**src/logic/twc_pkg.sv**
```systemverilog
// constants, register map and state encodings of the two-wire controller
package twc_pkg;
	// timing
	localparam int          CLK_NS     = 10;
	localparam int          STD_BIT_NS = 10000;
	localparam int          FMP_BIT_NS = 1000;
	localparam logic [15:0] DIV_RST    = 16'(STD_BIT_NS / (2 * CLK_NS));
	localparam logic [15:0] DIV_MIN    = 16'(FMP_BIT_NS / (2 * CLK_NS));
	localparam int          FILT_LEN   = 3;
	localparam logic        LINE_IDLE  = 1'b1;

	// register byte offsets
	localparam logic [5:0] OFF_CTRL = 6'h00;
	localparam logic [5:0] OFF_ADDR = 6'h04;
	localparam logic [5:0] OFF_DIV  = 6'h08;
	localparam logic [5:0] OFF_CMD  = 6'h0c;
	localparam logic [5:0] OFF_TX   = 6'h10;
	localparam logic [5:0] OFF_RX   = 6'h14;
	localparam logic [5:0] OFF_STAT = 6'h18;
	localparam logic [5:0] OFF_IRQ  = 6'h1c;
	localparam logic [5:0] OFF_MASK = 6'h20;

	// control bits
	localparam int CTRL_SLV   = 0;
	localparam int CTRL_MST   = 1;
	localparam int CTRL_SLEEP = 2;
	localparam int CTRL_WAKE  = 3;
	localparam int CTRL_W     = 4;

	// command bits
	localparam int CMD_START = 0;
	localparam int CMD_STOP  = 1;
	localparam int CMD_WRITE = 2;
	localparam int CMD_READ  = 3;
	localparam int CMD_NACK  = 4;
	localparam int CMD_W     = 5;

	// event bits of the interrupt status and mask
	localparam int EV_START = 0;
	localparam int EV_STOP  = 1;
	localparam int EV_BYTE  = 2;
	localparam int EV_ADDR  = 3;
	localparam int EV_ARB   = 4;
	localparam int EV_NACK  = 5;
	localparam int EV_W     = 6;

	// reset values
	localparam logic [CTRL_W-1:0] CTRL_RST = 4'h0;
	localparam logic [6:0]        ADDR_RST = 7'h00;
	localparam logic [7:0]        TX_RST   = 8'hff;
	localparam logic [7:0]        RX_RST   = 8'h00;
	localparam logic [EV_W-1:0]   EV_RST   = 6'h00;
	localparam logic [3:0]        BYTE_BITS = 4'h8;

	typedef enum logic [3:0] {M_IDLE, M_RS1, M_RS2, M_S3, M_HOLD, M_LO, M_HI, M_P1, M_P2, M_P3} twc_mst_t;
	typedef enum logic [2:0] {S_IDLE, S_ADDR, S_RX, S_ACK, S_TX, S_MACK} twc_slv_t;
endpackage : twc_pkg

```
**src/logic/twc_cond.sv**
```systemverilog
// start, stop and clock-edge detection on the filtered bus lines
`timescale 1ns/100ps
module twc_cond
	import twc_pkg::*;
(
	// clock and reset
	input  wire logic sys_clk,
	input  wire logic rst,
	// filtered lines
	input  wire logic scl,
	input  wire logic sda,
	// detected conditions
	output logic      start_p,
	output logic      stop_p,
	output logic      scl_rise,
	output logic      scl_fall,
	output logic      busy
);
	logic scl_q, sda_q, busy_q, busy_d;

	assign start_p  = scl & scl_q & sda_q & ~sda;
	assign stop_p   = scl & scl_q & ~sda_q & sda;
	assign scl_rise = scl & ~scl_q;
	assign scl_fall = ~scl & scl_q;
	assign busy     = busy_q;

	always_comb begin
		busy_d = busy_q;
		if (start_p)
			busy_d = 1'b1;
		else if (stop_p)
			busy_d = 1'b0;
	end

	always_ff @(posedge sys_clk or posedge rst) begin
		if (rst) begin
			scl_q  <= LINE_IDLE;
			sda_q  <= LINE_IDLE;
			busy_q <= 1'b0;
		end else begin
			scl_q  <= scl;
			sda_q  <= sda;
			busy_q <= busy_d;
		end
	end
endmodule : twc_cond

```
**src/logic/twc_filt.sv**
```systemverilog
// two-flop synchroniser and digital glitch filter for one bus line
`timescale 1ns/100ps
module twc_filt
	import twc_pkg::*;
(
	// clock and reset
	input  wire logic sys_clk,
	input  wire logic rst,
	// line
	input  wire logic pin,
	input  wire logic filt_on,
	output logic      clean
);
	logic [1:0]          sync_q, sync_d;
	logic [FILT_LEN-1:0] hist_q, hist_d;
	logic                clean_q, clean_d;

	always_comb begin
		sync_d  = {sync_q[0], pin};
		hist_d  = {hist_q[FILT_LEN-2:0], sync_q[1]};
		clean_d = clean_q;
		// filter off in sleep: the slow clock cannot be trusted to sample
		if (!filt_on)
			clean_d = sync_q[1];
		else if (&hist_q)
			clean_d = 1'b1;
		else if (~|hist_q)
			clean_d = 1'b0;
	end

	always_ff @(posedge sys_clk or posedge rst) begin
		if (rst) begin
			sync_q  <= {2{LINE_IDLE}};
			hist_q  <= {FILT_LEN{LINE_IDLE}};
			clean_q <= LINE_IDLE;
		end else begin
			sync_q  <= sync_d;
			hist_q  <= hist_d;
			clean_q <= clean_d;
		end
	end

	assign clean = clean_q;
endmodule : twc_filt

```
**src/logic/twc_top.sv**
```systemverilog
// two-wire serial controller: master, slave, arbitration and Avalon-MM registers
`timescale 1ns/100ps
// Function
// RL1: slave enabled means the bus is always watched for a start condition; the slave ignores starts while its own master is active.
// RL2: master enabled can drive start and stop and start transfers itself.
// RL3: with both enabled, clock synchronisation and arbitration share the bus.
// RL4: master only, slave off: external starts raise no interrupt.
// RL5: incoming 7-bit address is compared with own address in hardware.
// RL6: a 7-bit address match can wake the device from low power.
// RL7: first byte after start is 7-bit address plus direction, 1 is read.
// RL8: the controlling master ends every transfer with a stop.
// RL9: a repeated start may replace stop and address another slave.
// RL10: glitch filter works in active modes only, off in sleep.
// RL11: bus bit rates up to 1 Mbps are supported.
// RL12: ten-bit addressing is left to software; hardware matches 7 bits.
// RL13: framing generated and bus events detected in hardware, data byte-wise.
// RL14: status is offered both as interrupts and as polled flags.
// RL15: each byte is followed by a ninth clock carrying acknowledge.
module twc_top
	import twc_pkg::*;
(
	// clock and reset
	input  wire logic        sys_clk,
	input  wire logic        rst,
	// register bus
	input  wire logic [5:0]  avs_address,
	input  wire logic        avs_read,
	input  wire logic        avs_write,
	input  wire logic [3:0]  avs_byteenable,
	input  wire logic [31:0] avs_writedata,
	output logic      [31:0] avs_readdata,
	output logic             avs_waitrequest,
	// system
	output logic             irq,
	output logic             wake,
	// bus lines, open drain
	input  wire logic        scl_line,
	output logic             scl_val,
	output logic             scl_oe,
	input  wire logic        sda_line,
	output logic             sda_val,
	output logic             sda_oe
);
	////////////////////////////////////////////////////////////////
	function automatic logic [31:0] merge(input logic [31:0] old, input logic [31:0] nw, input logic [3:0] be);
		logic [31:0] r;
		for (int i = 0; i < 4; i++)
			r[i*8 +: 8] = be[i] ? nw[i*8 +: 8] : old[i*8 +: 8];
		return r;
	endfunction : merge

	logic scl_f, sda_f, start_p, stop_p, scl_rise, scl_fall, busy;
	logic [CTRL_W-1:0] ctrl_q, ctrl_d;

	twc_filt u_scl (
		.sys_clk (sys_clk),
		.rst     (rst),
		.pin     (scl_line),
		.filt_on (~ctrl_q[CTRL_SLEEP]), // [RL10]
		.clean   (scl_f)
	);
	twc_filt u_sda (
		.sys_clk (sys_clk),
		.rst     (rst),
		.pin     (sda_line),
		.filt_on (~ctrl_q[CTRL_SLEEP]), // [RL10]
		.clean   (sda_f)
	);
	twc_cond u_cond (
		.sys_clk  (sys_clk),
		.rst      (rst),
		.scl      (scl_f),
		.sda      (sda_f),
		.start_p  (start_p),
		.stop_p   (stop_p),
		.scl_rise (scl_rise),
		.scl_fall (scl_fall),
		.busy     (busy)
	);

	////////////////////////////////////////////////////////////////
	// register file
	logic              acc_q, acc_d, wr_en;
	logic [31:0]       rdata_q, rdata_d, wm;
	logic [6:0]        own_q, own_d;
	logic [15:0]       div_q, div_d;
	logic [7:0]        tx_q, tx_d, rx_q, rx_d;
	logic [EV_W-1:0]   stat_q, stat_d, mask_q, mask_d, ev;
	logic [CMD_W-1:0]  cmd_go;
	logic              wake_q, wake_d;
	twc_mst_t          m_st_q;
	twc_slv_t          s_st_q;
	logic              m_active, m_ack_q, s_dir_q, m_rx_ev, s_rx_ev;
	logic [7:0]        m_sh_q, s_sh_q;

	assign avs_waitrequest = (avs_read | avs_write) & ~acc_q;
	assign wr_en           = avs_write & acc_q;
	assign avs_readdata    = rdata_q;
	assign cmd_go          = (wr_en && avs_address == OFF_CMD && avs_byteenable[0]) ?
	                         avs_writedata[CMD_W-1:0] : '0;
	assign m_active        = (m_st_q != M_IDLE);
	assign irq             = |(stat_q & mask_q); // [RL14]
	assign wake            = wake_q;

	always_comb begin
		acc_d   = (avs_read | avs_write) & ~acc_q;
		rdata_d = rdata_q;
		ctrl_d  = ctrl_q;
		own_d   = own_q;
		div_d   = div_q;
		tx_d    = tx_q;
		mask_d  = mask_q;
		wake_d  = wake_q;
		wm      = '0;
		if (avs_read && !acc_q) begin
			case (avs_address)
			OFF_CTRL: rdata_d = {28'h0000000, ctrl_q};
			OFF_ADDR: rdata_d = {25'h0000000, own_q};
			OFF_DIV:  rdata_d = {16'h0000, div_q};
			OFF_TX:   rdata_d = {24'h000000, tx_q};
			OFF_RX:   rdata_d = {24'h000000, rx_q};
			OFF_STAT: rdata_d = {27'h0000000, m_ack_q, s_dir_q, s_st_q != S_IDLE, m_active, busy}; // [RL14]
			OFF_IRQ:  rdata_d = {26'h0000000, stat_q};
			OFF_MASK: rdata_d = {26'h0000000, mask_q};
			default:  rdata_d = 32'h00000000;
			endcase
		end
		if (wr_en) begin
			case (avs_address)
			OFF_CTRL: begin
				wm     = merge({28'h0000000, ctrl_q}, avs_writedata, avs_byteenable);
				ctrl_d = wm[CTRL_W-1:0];
			end
			OFF_ADDR: begin
				wm    = merge({25'h0000000, own_q}, avs_writedata, avs_byteenable);
				own_d = wm[6:0];
			end
			OFF_DIV: begin
				wm    = merge({16'h0000, div_q}, avs_writedata, avs_byteenable);
				// half periods shorter than the 1 Mbps one are clamped
				div_d = (wm[15:0] < DIV_MIN) ? DIV_MIN : wm[15:0]; // [RL11]
			end
			OFF_TX: begin
				wm   = merge({24'h000000, tx_q}, avs_writedata, avs_byteenable);
				tx_d = wm[7:0];
			end
			OFF_MASK: begin
				wm     = merge({26'h0000000, mask_q}, avs_writedata, avs_byteenable);
				mask_d = wm[EV_W-1:0];
			end
			default: wm = '0;
			endcase
		end
		// set wins over the write-one clear
		stat_d = stat_q;
		if (wr_en && avs_address == OFF_IRQ && avs_byteenable[0])
			stat_d = stat_q & ~avs_writedata[EV_W-1:0];
		stat_d = stat_d | ev;
		rx_d = m_rx_ev ? m_sh_q : (s_rx_ev ? s_sh_q : rx_q);
		if (ev[EV_ADDR] && ctrl_q[CTRL_SLEEP] && ctrl_q[CTRL_WAKE])
			wake_d = 1'b1; // [RL6]
		else if (!ctrl_d[CTRL_SLEEP])
			wake_d = 1'b0;
	end

	always_ff @(posedge sys_clk or posedge rst) begin
		if (rst) begin
			acc_q   <= 1'b0;
			rdata_q <= 32'h00000000;
			ctrl_q  <= CTRL_RST;
			own_q   <= ADDR_RST;
			div_q   <= DIV_RST;
			tx_q    <= TX_RST;
			rx_q    <= RX_RST;
			stat_q  <= EV_RST;
			mask_q  <= EV_RST;
			wake_q  <= 1'b0;
		end else begin
			acc_q   <= acc_d;
			rdata_q <= rdata_d;
			ctrl_q  <= ctrl_d;
			own_q   <= own_d;
			div_q   <= div_d;
			tx_q    <= tx_d;
			rx_q    <= rx_d;
			stat_q  <= stat_d;
			mask_q  <= mask_d;
			wake_q  <= wake_d;
		end
	end

	////////////////////////////////////////////////////////////////
	// master engine
	twc_mst_t    m_st_d;
	logic [15:0] m_cnt_q, m_cnt_d;
	logic [3:0]  m_bit_q, m_bit_d;
	logic [7:0]  m_sh_d;
	logic        m_wr_q, m_wr_d, m_nack_q, m_nack_d, m_ack_d;
	logic        m_scl_q, m_scl_d, m_sda_q, m_sda_d, hi_q, hi_d;
	logic        done, mid, end_hi, bit_out, lost;
	logic        m_byte_ev, m_arb_ev, m_nack_ev;

	assign done    = (m_cnt_q >= div_q);
	assign mid     = (m_cnt_q == {1'b0, div_q[15:1]});
	assign end_hi  = (scl_f & done) | (~scl_f & hi_q); // [RL3]
	assign bit_out = (m_bit_q < BYTE_BITS) ? m_sh_q[7] : (m_wr_q | m_nack_q); // [RL15]
	// driving a one while the line reads zero means another master won
	assign lost    = scl_f & m_wr_q & (m_bit_q < BYTE_BITS) & ~m_sda_q & ~sda_f; // [RL3]

	always_comb begin
		m_st_d    = m_st_q;
		m_bit_d   = m_bit_q;
		m_sh_d    = m_sh_q;
		m_wr_d    = m_wr_q;
		m_nack_d  = m_nack_q;
		m_ack_d   = m_ack_q;
		m_scl_d   = m_scl_q;
		m_sda_d   = m_sda_q;
		hi_d      = hi_q;
		m_byte_ev = 1'b0;
		m_arb_ev  = 1'b0;
		m_nack_ev = 1'b0;
		m_rx_ev   = 1'b0;
		case (m_st_q)
		M_IDLE: begin
			m_scl_d = 1'b0;
			m_sda_d = 1'b0;
			if (cmd_go[CMD_START] && ctrl_q[CTRL_MST]) begin // [RL2]
				if (busy)
					m_arb_ev = 1'b1; // [RL3]
				else
					m_st_d = M_RS2;
			end
		end
		M_HOLD: begin
			m_scl_d = 1'b1;
			if (cmd_go[CMD_START])
				m_st_d = M_RS1; // [RL9]
			else if (cmd_go[CMD_STOP])
				m_st_d = M_P1; // [RL2]
			else if (cmd_go[CMD_WRITE] || cmd_go[CMD_READ]) begin // [RL13]
				m_st_d   = M_LO;
				m_bit_d  = 4'h0;
				m_wr_d   = cmd_go[CMD_WRITE];
				m_nack_d = cmd_go[CMD_NACK];
				m_sh_d   = cmd_go[CMD_WRITE] ? tx_q : TX_RST;
			end
		end
		M_RS1: begin
			if (mid)
				m_sda_d = 1'b0;
			if (done)
				m_st_d = M_RS2;
		end
		M_RS2: begin
			m_scl_d = 1'b0;
			if (scl_f && !sda_f) begin
				m_arb_ev = 1'b1; // [RL3]
				m_st_d   = M_IDLE;
			end else if (scl_f && done) begin
				m_sda_d = 1'b1; // [RL2]
				m_st_d  = M_S3;
			end
		end
		M_S3: begin
			if (done) begin
				m_scl_d = 1'b1;
				m_st_d  = M_HOLD;
			end
		end
		M_LO: begin
			m_scl_d = 1'b1;
			// data changes mid low phase, never next to a clock edge
			if (mid)
				m_sda_d = ~bit_out;
			if (done)
				m_st_d = M_HI;
		end
		M_HI: begin
			m_scl_d = 1'b0;
			if (scl_f)
				hi_d = 1'b1;
			if (lost) begin
				m_arb_ev = 1'b1; // [RL3]
				m_sda_d  = 1'b0;
				hi_d     = 1'b0;
				m_st_d   = M_IDLE;
			end else if (end_hi) begin
				hi_d    = 1'b0;
				m_scl_d = 1'b1;
				if (m_bit_q < BYTE_BITS) begin
					m_sh_d  = {m_sh_q[6:0], sda_f};
					m_bit_d = m_bit_q + 4'h1;
					m_st_d  = M_LO;
				end else begin
					m_byte_ev = 1'b1;
					m_ack_d   = sda_f; // [RL15]
					m_nack_ev = m_wr_q & sda_f;
					m_rx_ev   = ~m_wr_q;
					m_st_d    = M_HOLD;
				end
			end
		end
		M_P1: begin
			m_scl_d = 1'b1;
			if (mid)
				m_sda_d = 1'b1;
			if (done) begin
				m_scl_d = 1'b0;
				m_st_d  = M_P2;
			end
		end
		M_P2: begin
			if (scl_f && done) begin
				m_sda_d = 1'b0; // [RL8]
				m_st_d  = M_P3;
			end
		end
		M_P3: begin
			if (done)
				m_st_d = M_IDLE;
		end
		default: m_st_d = M_IDLE;
		endcase
		// phase timer waits for the line to rise when others stretch it
		if (m_st_d != m_st_q)
			m_cnt_d = 16'h0000;
		else if ((m_st_q == M_HI || m_st_q == M_RS2 || m_st_q == M_P2) && !scl_f)
			m_cnt_d = 16'h0000; // [RL3]
		else
			m_cnt_d = (m_cnt_q == 16'hffff) ? m_cnt_q : m_cnt_q + 16'h0001;
	end

	always_ff @(posedge sys_clk or posedge rst) begin
		if (rst) begin
			m_st_q   <= M_IDLE;
			m_cnt_q  <= 16'h0000;
			m_bit_q  <= 4'h0;
			m_sh_q   <= TX_RST;
			m_wr_q   <= 1'b0;
			m_nack_q <= 1'b0;
			m_ack_q  <= 1'b0;
			m_scl_q  <= 1'b0;
			m_sda_q  <= 1'b0;
			hi_q     <= 1'b0;
		end else begin
			m_st_q   <= m_st_d;
			m_cnt_q  <= m_cnt_d;
			m_bit_q  <= m_bit_d;
			m_sh_q   <= m_sh_d;
			m_wr_q   <= m_wr_d;
			m_nack_q <= m_nack_d;
			m_ack_q  <= m_ack_d;
			m_scl_q  <= m_scl_d;
			m_sda_q  <= m_sda_d;
			hi_q     <= hi_d;
		end
	end

	////////////////////////////////////////////////////////////////
	// slave engine; no clock stretching, so tx data must be ready in time
	twc_slv_t   s_st_d;
	logic [3:0] s_cnt_q, s_cnt_d;
	logic [7:0] s_sh_d;
	logic       s_dir_d, s_oe_q, s_oe_d, s_addr_ev, s_byte_ev;

	always_comb begin
		s_st_d    = s_st_q;
		s_cnt_d   = s_cnt_q;
		s_sh_d    = s_sh_q;
		s_dir_d   = s_dir_q;
		s_oe_d    = s_oe_q;
		s_addr_ev = 1'b0;
		s_byte_ev = 1'b0;
		s_rx_ev   = 1'b0;
		if (!ctrl_q[CTRL_SLV] || m_active || stop_p) begin
			s_st_d = S_IDLE;
			s_oe_d = 1'b0;
		end else if (start_p) begin // [RL1]
			s_st_d  = S_ADDR;
			s_cnt_d = 4'h0;
			s_oe_d  = 1'b0;
		end else begin
			case (s_st_q)
			S_ADDR, S_RX: begin
				if (scl_rise) begin
					s_sh_d  = {s_sh_q[6:0], sda_f};
					s_cnt_d = s_cnt_q + 4'h1;
				end
				if (scl_fall && s_cnt_q == BYTE_BITS) begin
					if (s_st_q == S_RX) begin
						s_rx_ev   = 1'b1; // [RL13]
						s_byte_ev = 1'b1;
						s_oe_d    = 1'b1; // [RL15]
						s_st_d    = S_ACK;
					end else if (s_sh_q[7:1] == own_q) begin // [RL5] [RL12]
						s_addr_ev = 1'b1;
						s_dir_d   = s_sh_q[0]; // [RL7]
						s_oe_d    = 1'b1; // [RL15]
						s_st_d    = S_ACK;
					end else begin
						s_st_d = S_IDLE;
					end
				end
			end
			S_ACK: begin
				if (scl_fall) begin
					s_cnt_d = 4'h0;
					if (s_dir_q) begin
						s_sh_d = tx_q;
						s_oe_d = ~tx_q[7];
						s_st_d = S_TX;
					end else begin
						s_oe_d = 1'b0;
						s_st_d = S_RX;
					end
				end
			end
			S_TX: begin
				if (scl_rise)
					s_cnt_d = s_cnt_q + 4'h1;
				if (scl_fall) begin
					if (s_cnt_q == BYTE_BITS) begin
						s_oe_d = 1'b0;
						s_st_d = S_MACK;
					end else begin
						s_sh_d = {s_sh_q[6:0], 1'b0};
						s_oe_d = ~s_sh_q[6];
					end
				end
			end
			S_MACK: begin
				if (scl_rise) begin
					s_byte_ev = 1'b1;
					s_cnt_d   = 4'h0;
					if (sda_f)
						s_st_d = S_IDLE; // [RL15]
				end else if (scl_fall) begin
					s_sh_d = tx_q;
					s_oe_d = ~tx_q[7];
					s_st_d = S_TX;
				end
			end
			default: s_st_d = S_IDLE;
			endcase
		end
	end

	always_ff @(posedge sys_clk or posedge rst) begin
		if (rst) begin
			s_st_q  <= S_IDLE;
			s_cnt_q <= 4'h0;
			s_sh_q  <= RX_RST;
			s_dir_q <= 1'b0;
			s_oe_q  <= 1'b0;
		end else begin
			s_st_q  <= s_st_d;
			s_cnt_q <= s_cnt_d;
			s_sh_q  <= s_sh_d;
			s_dir_q <= s_dir_d;
			s_oe_q  <= s_oe_d;
		end
	end

	////////////////////////////////////////////////////////////////
	// events and pins
	always_comb begin
		ev           = '0;
		ev[EV_START] = start_p & ctrl_q[CTRL_SLV] & ~m_active; // [RL4]
		ev[EV_STOP]  = stop_p;
		ev[EV_BYTE]  = m_byte_ev | s_byte_ev;
		ev[EV_ADDR]  = s_addr_ev; // [RL6]
		ev[EV_ARB]   = m_arb_ev;
		ev[EV_NACK]  = m_nack_ev;
	end

	assign scl_val = 1'b0;
	assign sda_val = 1'b0;
	assign scl_oe  = m_scl_q;
	assign sda_oe  = m_sda_q | s_oe_q;
endmodule : twc_top

```
**config.mk**
```make
export PLATFORM = sky130hd
export DESIGN_NAME = twc_top
export DESIGN_NICKNAME = d
export VERILOG_FILES = /design/src/logic/twc_pkg.sv /design/src/logic/twc_cond.sv /design/src/logic/twc_filt.sv /design/src/logic/twc_top.sv
export SDC_FILE = /design/constraint.sdc
export NUM_CORES = 1
export LEC_CHECK = 0
export BUFFER_PORTS_ARGS = -buffer_cell sky130_fd_sc_hd__buf_2
export CORE_MARGIN = 4
export CORE_UTILIZATION = 60
export DETAILED_ROUTE_END_ITERATION = 10
export GPL_ROUTABILITY_DRIVEN = 0
export PLACE_DENSITY = 0.77
export SYNTH_ARGS = -nofsm -noshare
export SYNTH_HDL_FRONTEND = slang
export SYNTH_HIERARCHICAL = 1
export SYNTH_SLANG_ARGS = --single-unit
export TNS_END_PERCENT = 30
```
**constraint.sdc**
```tcl
create_clock -name sys_clk -period 4.1 [get_ports sys_clk]
set_input_delay 0.205 -clock sys_clk [delete_from_list [all_inputs] [get_ports sys_clk]]
set_output_delay 0.205 -clock sys_clk [all_outputs]
set_load 0.01 [all_outputs]
```
# [After elaboration in Yosys (flattened, before gate mapping)]
# Cells that the tools add are included.
[classes] n_addsub=3 multipliers=0 n_div=0 n_lt_le_gt_ge=3 eq_ne=64 shift=0 n_mux=143 bitwise=45 n_reduce_logical=59
[ops] op="$mux W8" n=18
[ops] op="$pmux W16 S8" n=1
[ops] op="$mux W4" n=25
[ops] op="$mux W1" n=67
[ops] op="$mux W16" n=4
[ops] op="$ne A2 B2 Y1 const B" n=21
[ops] op="$pmux W4 S10" n=1
[ops] op="$mux W3" n=13
[ops] op="$pmux W8 S4" n=1
[ops] op="$eq A6 B5 Y1 const B" n=4
[ops] op="$ne A4 B4 Y1 const B" n=6
[ops] op="$and A1 B1 Y1" n=18
[ops] op="$not A1 Y1" n=18
[ops] op="$reduce_and A3 Y1" n=6
[ops] op="$add A16 B1 Y16 const B" n=1
[ops] op="$eq A16 B15 Y1" n=1
[ops] op="$eq A16 B16 Y1 const B" n=1
[ops] op="$eq A4 B3 Y1 const B" n=4
[ops] op="$ge A16 B16 Y1" n=1
[ops] op="$lt A16 B6 Y1 const B" n=1
[ops] op="$pmux W8 S2" n=1
[ops] op="$reduce_and A7 Y1" n=2
[ops] op="$and A6 B6 Y6" n=2
[ops] op="$eq A4 B4 Y1 const B" n=3
[ops] op="other kinds (52)" n=97
[totals] ff_bits=159 latchBits=0 mem_bits_rw=0 romBits=0 inputBits=48 output_inout_bits=39 wordCells=352 mem_count=0

# [Logic depth before layout (Yosys ltp)]
# Gate-level depths: netlist (run 1).
[logic_depth] depth_word=11 ltp_mapped=11 mapped_depth_nobuf=10

# [Cells and area by module]
# Netlist (run 1), hierarchy kept.
[modules_own_cells] mod="twc_top" instances=1 cells_each=811 area_each_um2=7631.1 seq_area_each_um2=3230.6
[modules_own_cells] mod="twc_filt" instances=2 cells_each=12 area_each_um2=195.2 seq_area_each_um2=157.7
[modules_own_cells] mod="twc_cond" instances=1 cells_each=13 area_each_um2=135.1 seq_area_each_um2=77.6

# [Worst setup path before layout (run 1)]
# Ideal clock, no wire load.
[synth_path] path_kind="register to register" from="register m_cnt_q[0]" to="register m_cnt_q[15]" setup_time_ns=0.127 t_arrival_ns=2.447 required_ns=3.973 slack_ns=1.526 path_stages_with_launch=12 n_path_buf=1 period_less_slack_ns=2.574 path_cell_list="dfrtp_1 inv_1 ha_1 nand2b_4 a2111oi_4 nand4b_4 nand3_2 and2_4 a31oi_2 mux2i_2 buf_6 nor4_2"
[synth_between] elab_chain_len=8 elab_cells_between_ends=22 cone_classes="add/sub (1); order compare (1); eq/ne (3); mux (14); bitwise (2); reduce/logical (1)"
[synth_lines] item="from (decl)" line="twc_top.sv:195" text="logic [15:0] m_cnt_q, m_cnt_d;"
[synth_lines] item="from (signal assigned)" line="twc_top.sv:348" text="m_cnt_q <= m_cnt_d;"
[synth_lines] item="$ge A16 B16 Y1" line="twc_top.sv:203" text="assign done = (m_cnt_q >= div_q);"
[synth_lines] item="$and A1 B1 Y1" line="twc_top.sv:205" text="assign end_hi = (scl_f & done) | (~scl_f & hi_q);"
[synth_lines] item="$or A1 B1 Y1" line="twc_top.sv:205"
[synth_lines] item="$mux W4" line="twc_top.sv:288" text="end else if (end_hi) begin"
[synth_lines] item="$mux W4" line="twc_top.sv:283" text="if (lost) begin"
[synth_lines] item="$pmux W4 S10" line="twc_top.sv:224" text="case (m_st_q)"
[synth_lines] item="$ne A4 B4 Y1" line="twc_top.sv:326" text="if (m_st_d != m_st_q)"
[synth_lines] item="$ne A3 B3 Y1 (no line) / $mux W16 (equally long branches)"
# Parallel ways exist; a longest one is shown, timed or not. The select of a mux whose other input is x is not followed.
# A chain may end at the register's enable or synchronous reset.

# [Final worst setup path (run 1)]
[layout_path] from="register m_st_q[3]" to="register m_cnt_q[4]"
[layout_between] elab_cells_between_ends=33 cone_classes="eq/ne (11); mux (18); reduce/logical (4)"
[layout_rtl] item="from (decl)" line="twc_top.sv:91" text="twc_mst_t m_st_q;"
[layout_rtl] item="from (signal assigned)" line="twc_top.sv:347" text="m_st_q <= m_st_d;"
[layout_rtl] item="$eq A4 B4 Y1 (tied with other cells)" line="twc_top.sv:224"
[layout_rtl] item="$pmux W4 S10 (*)" line="twc_top.sv:224"
[layout_rtl] item="named net m_st_d[1]" line="twc_top.sv:194" text="twc_mst_t m_st_d;"
[layout_rtl] item="$ne A4 B4 Y1 (*)" line="twc_top.sv:326"
[layout_rtl] item="$ne A3 B3 Y1 (no line) / $mux W16 (equally long branches)"
# Mark *: on every way through the listed nets, which the timed path passes. The rest lies on a longest branch.

==> results of run 1 <==
-- final cells by class --
class                           instances  share of cell area [%]
Multi-Input combinational cell        631                    45.6
Sequential cell                       143                    39.7
Clock buffer                           18                    4.81
Timing Repair Buffer                   61                    3.73
Tap cell                              176                    2.41
Clock inverter                         14                    1.99
Inverter                               41                    1.71
-- flip-flops by register name, summed over array words and instances (netlist names), 7 cells and up --
signal	flops
m_cnt_q	16
m_sh_q	8
own_q	7
s_sh_q	8
avs_readdata	16
tx_q	8
div_q	16
rx_q	8
-- metal layers --
metal	track usage (%)	vias to the layer above	part of all wire (%)
met5	0	-	0
met3	6.30	63	8.0
met4	11.7	0	3.7
li1	-	3122	-
met1	37.3	3304	41
met2	44.3	370	47
-- worst reg2reg max path, cell delays in order (launching register included) --
cell and delay (ps):
dfrtp_1 570, nor2b_1 540, nand3_1 550, nor2_1 450
nand2_1 90, nor2_1 150, a211o_1 200, xor2_2 80
buf_4 210, nor4b_1 320
-- metrics by stage --
stage / hold slack [ps] / power (uW) / utilization (%) / instances / area (um^2)
after global routing: 11.8 / 4060 / 68.6 / 1084 / 9130
after floorplan: -42.8 / 2120 / - / 865 / 8220
after CTS: 13.4 / 3910 / 68.6 / 1084 / 9130
final: 23.0 / 3890 / 68.6 / 1084 / 9130
after global placement: 121 / 2250 / 63.7 / 1049 / 8470
after detailed placement: 126 / 2280 / 63.7 / 1049 / 8470
-- power groups by stage --
stage                     clock (uW)  combinational (uW)  sequential (uW)
final                           1620                 660             1620
after global routing            1710                 722             1630
after CTS                       1640                 656             1610
after detailed placement           0                 646             1640
after global placement             0                 619             1630
after floorplan                    0                 531             1590
-- cells by family after synthesis --
logic type,count (synthesis),synth area share [%]
compound gates,206,17.2
mux,48,6.49
xor+xnor,36,3.96
flops,143,44.4
simple gates,303,19.5
other cells,1,0.0460
buf+inv,91,5.31
fa+ha+maj,20,3.07
-- cells in the mapped netlist (11+ instances only) --
cell type  instances
xor2_1            26
a22oi_1           25
o21ai_0           51
nor3_1            16
inv_1             40
o22ai_1           13
nor4_2            11
buf_4             18
mux2i_1           17
nand2_1          118
mux2_2            28
a21oi_1           32
nor4_1            13
nand4_1           11
nor2_1            56
dfrtp_1          107
clkbuf_1          21
nand3_1           17
ha_1              20
dfstp_2           36
-- final timing paths --
check	startpoint	to
worst max-delay path	m_st_q[3]	m_cnt_q[4]
worst min-delay path	avs_writedata[15]	div_q[15]
min in group asynchronous	rst	u_cond/busy
worst min register to register	u_sda/sync_q[0]	u_sda/sync_q[1]
worst max register to register	m_st_q[3]	m_cnt_q[4]
max in group asynchronous	rst	m_sh_q[5]
==> results by group, run 1 <==
Yosys
  • Syn Area/Cell: 9.62 um^2
  • Register bit total from synthesis: 143
  • Sequential area share after synthesis: 44.4%
  • Top_reg_cell synth: dfrtp_1
  • Synth Cell Area: 8160 um^2
  • EDFF count, synth: 0
  • Main area contributors after synthesis: dfrtp_1, dfstp_2, nand2_1, mux2_2, o21ai_0
  • Syn Inst Count: 848
  • Yosys top cell area share: 32.8%
  • Leading area contributor after synthesis: dfrtp_1
  • Synth unique cells: 82
  • Synth async-reset ratio: 100%
  • YS warnings: 6

Pwr
  • Net load switching power: 1150 uW
  • Sequential share of power: 41.5%
  • VDD IR max: 0.535 mV
  • Leak: 0.00428 uW
  • Net Sw Frac: 29.5%
  • Combinational Power Share: 17.0%
  • Cell internal pwr: 2750 uW
  • Power Density: 427 nW/um^2
  • Share of total power in the clock network: 41.5%

Run
  • Max Cap Viol: 0

Worst setup path
  • CP bufs+invs: 1
  • R2R depth: 9
  • Critical Path Start Type: flip-flop
  • Setup CP Type: reg -> reg
  • CP endpoint kind: flip-flop
  • Crit. path cell count: 9
  • Delay-heaviest family, CP: simple AND/OR/NAND/NOR gates
  • Worst Path Required: 4410 ps
  • R2R setup slack: 850 ps
  • CP most frequent cell: nor2_1
  • CP peak stage delay: 570 ps
  • Maximum fanout along the worst path: 16
  • Data arrival time of the critical path: 3570 ps
  • Crit-path cells: nor2b_1 > nand3_1 > nor2_1 > nand2_1 > nor2_1 > a211o_1 > xor2_2 > buf_4 > nor4b_1
  • Slowest-stage cell, CP: dfrtp_1

Floorplanning
  • Full die area: 15500 um^2
  • Site row count: 42
  • Die Width: 125 um
  • Die H: 125 um
  • Core Region: 13300 um^2
  • Initial Util: 61.3%
  • IO Count: 87

Place
  • Pre-CTS setup slack: 985 ps
  • PortBufs: 50
  • DP Wirelength: 15200 um

Clocking
  • Hold Buf Count CTS: 3
  • Clock Sinks: 143
  • Num CTS Buffers: 17
  • Post-CTS sizing: 0
  • Root Buffer: clkbuf_16
  • H-Tree Depth: 4
  • Post-CTS Repair Setup Buffers: 0
  • CTS tree: yes
  • Clk buf depth: 2
  • Worst skew pair latency: 430 ps
  • Clock transition at path regs: 60 ps

Route
  • First-iteration detailed-routing DRC count: 734
  • Post-route ant nets: 0
  • Vias per cell: 6.33
  • Routed len/inst: 19.6 um
  • DRT Wirelength: 21200 um
  • Drc violations: 0
  • Drt pass-1 iters: 6
  • DR vias: 6859

Timing
  • Slew Viols, Final: 0
  • Post-route minimum period: 3250 ps
  • Slew @ Worst Pin: 1000 ps
  • Setup Viol. Count Final: 0
  • Fin. Hold Viols: 0
  • Setup TNS: 0 ps
  • Worst setup margin: 846 ps
  • RSZ-0062 raised after global routing: false
  • Clk_skew: 7.61 ps
  • Fmax: 307 MHz
  • Crit share post-route: 79.4%
  • Slew HR: 33.2%

Global route
  • Vias in the first global route: 6820
  • Initial antenna violation count: 0
  • Total gr overflow: 0
  • First-pass GRT wire length: 35100 um
  • Gr usage total: 28.0%
  • Largest net degree at the start of global routing: 79

Layout
  • Final nets: 963
  • Fraction of layout instances using a drive strength above 1: 21.3%
  • Area occupied by multi-input gates: 4160 um^2
  • Layout Area Growth over Synthesis: 11.9%
  • Commonest non-fill, non-tap cell in the layout: nand2_1
  • Layout fillers: 993
  • Most frequent cells in the layout: nand2_1, dfrtp_1, nor2_1
  • Diodes inserted: 0
  • Seq. cell area: 3620 um^2

Min path
  • Hold crit path type: in -> reg
  • Hold Crit Depth: 2

Status
  • Status: completed
No activity file was read; power rests on OpenSTA's default activity.
==> inputs of run 2 (changes only) <==
- CORE_UTILIZATION: 60 -> 54
- PLACE_DENSITY: 0.77 -> 0.73
- clock period: 4.1 -> 2.87 ns (I/O delays scaled with it)
==> run 2 against run 1 <==
Net effect: critical path depth rose by 3; final area rose by 7.6%; sequential power rose by 39%; worst setup slack lost 830 ps; non-clock buffer count rose by 66; critical path type unchanged.
==> results by group, run 2 (synthesis gave the netlist of run 1 again) <==
Status
  • Status: completed

Pwr
  • Net load switching power: 1670 uW
  • Net Sw Frac: 28.2%
  • Leak: 0.00465 uW
  • Cell internal pwr: 4240 uW
  • Combinational Power Share: 20.5%
  • VDD IR max: 0.429 mV
  • Sequential share of power: 38.1%
  • Share of total power in the clock network: 41.4%
  • Power Density: 602 nW/um^2

Route
  • Drc violations: 0
  • DR vias: 6964
  • Vias per cell: 6.01
  • Post-route ant nets: 0
  • First-iteration detailed-routing DRC count: 715
  • DRT Wirelength: 21800 um
  • Drt pass-1 iters: 6
  • Routed len/inst: 18.8 um

Layout
  • Layout Area Growth over Synthesis: 20.3%
  • Commonest non-fill, non-tap cell in the layout: nand2_1
  • Final Util: 67.0%
  • Final nets: 1029
  • Fraction of layout instances using a drive strength above 1: 26.2%
  • Diodes inserted: 0
  • Most frequent cells in the layout: nand2_1, dfrtp_1, buf_4

Place
  • PortBufs: 50
  • DP Wirelength: 15400 um
  • Pre-CTS setup slack: -144 ps

Global route
  • Initial antenna violation count: 0
  • Gr usage total: 25.9%
  • Total gr overflow: 0
  • Largest net degree at the start of global routing: 129
  • First-pass GRT wire length: 34500 um
  • Vias in the first global route: 6646

Clocking
  • H-Tree Depth: 4
  • Clock Sinks: 143
  • CTS tree: yes
  • Worst skew pair latency: 420 ps
  • Clk buf depth: 2
  • Root Buffer: clkbuf_16
  • Clock transition at path regs: 60 ps
  • Num CTS Buffers: 17

Timing
  • Fin Hold WS: 14.5 ps
  • Worst setup margin: 16.8 ps
  • Fin. Hold Viols: 0
  • Setup TNS: 0 ps
  • Slew HR: 53.1%
  • Slew Viols, Final: 0
  • Setup Viol. Count Final: 0
  • Fmax: 350 MHz
  • Clk_skew: 8.15 ps
  • Crit share post-route: 99.4%
  • Post-route minimum period: 2850 ps
  • Slew @ Worst Pin: 703 ps

Worst setup path
  • Data arrival time of the critical path: 3160 ps
  • Worst Path Required: 3170 ps
  • Setup CP Type: reg -> reg
  • Critical Path Start Type: flip-flop
  • CP endpoint kind: flip-flop
  • Maximum fanout along the worst path: 8

Floorplanning
  • Core Region: 14600 um^2
  • Die H: 131 um
  • Initial Util: 55.7%
  • Full die area: 17100 um^2
  • IO Count: 87
  • Site row count: 44
  • Die Width: 131 um

Run
  • Max Cap Viol: 0

Min path
  • Hold crit path type: in -> reg
## run 2: cell count changes in the layout (fill, tap and decap cells not counted), sizes merged
cell | before | now
clkinv | 6 | 2
bufinv | 3 | 5
clkinvlp | 2 | 3
clkbuf | 18 | 21
inv | 44 | 43
buf | 58 | 114
dlygate4sd3 | 3 | 12
## run 2: power by group through the flow
stage | clock (uW) | sequential [uW] | combinational, uW
3_5_place_dp | 0 | 2280 | 1050
3_3_place_gp | 0 | 2280 | 1030
6_report | 2450 | 2250 | 1210
2_1_floorplan | 0 | 2270 | 759
4_1_cts | 2480 | 2250 | 1080
5_1_grt | 2560 | 2270 | 1310
## run 2: layout make-up
| cell class | count | area (um^2) |
|---|---|---|
| Multi-Input combinational cell | 631 | 4240 |
| Sequential cell | 143 | 3620 |
| Clock buffer | 20 | 447 |
| Inverter | 41 | 158 |
| Tap cell | 184 | 230 |
| Fill cell | 1094 | 4830 |
| Clock inverter | 12 | 205 |
| Timing Repair Buffer | 127 | 913 |
## run 2: worst max-delay path: stages, from the launching register on
cell	delay [ps]
dfstp_2	530
inv_1	40
ha_1	290
a21oi_1	150
o21ai_1	120
a21oi_2	270
nand3_2	120
buf_4	170
and2_4	160
a31oi_4	220
mux2i_4	120
clkbuf_16	190
nor4_2	340
## run 2: through the flow
step	std cells	cell area (um^2)	power, uW
after floorplan	865	8220	3030
after global placement	1109	8900	3310
after CTS	1153	9680	5820
final	1158	9820	5910
after global routing	1158	9820	6140
after detailed placement	1109	8900	3330
## run 2: what timing repair did
item / 4_1_cts / 5_1_grt
hold buffers: 12 / 0
gates cloned: 0 / 1
setup buffers: 0 / 4
pin swaps: 0 / 4
resized for setup: 1 / 10
endpoints found under the hold margin: 39 / 0
endpoints found under the setup margin: 16 / 16
## run 2: routing by layer
metal / vias up / track usage [%] / share of wire [%]
met3: 50 / 6.38 / 7.6
met2: 298 / 39.2 / 46
li1: 3268 / - / -
met5: - / 0 / 0
met1: 3348 / 36.5 / 44
met4: 0 / 9.38 / 2.9
## run 2: path summary, 6_finish.rpt
| kind | to | slack (ps) | from | cells past startpoint |
|---|---|---|---|---|
| worst max-delay path | m_cnt_q[10] | 20 | div_q[7] | 12 |
| worst min-delay path | tx_q[6] | 10 | avs_writedata[6] | 2 |
| worst max register to register | m_cnt_q[10] | 20 | div_q[7] | 12 |
| worst min register to register | u_sda/sync_q[1] | 350 | u_sda/sync_q[0] | 0 |
| max in group asynchronous | m_st_q[0] | 1860 | rst | 4 |
| min in group asynchronous | u_cond/busy | 170 | rst | 3 |
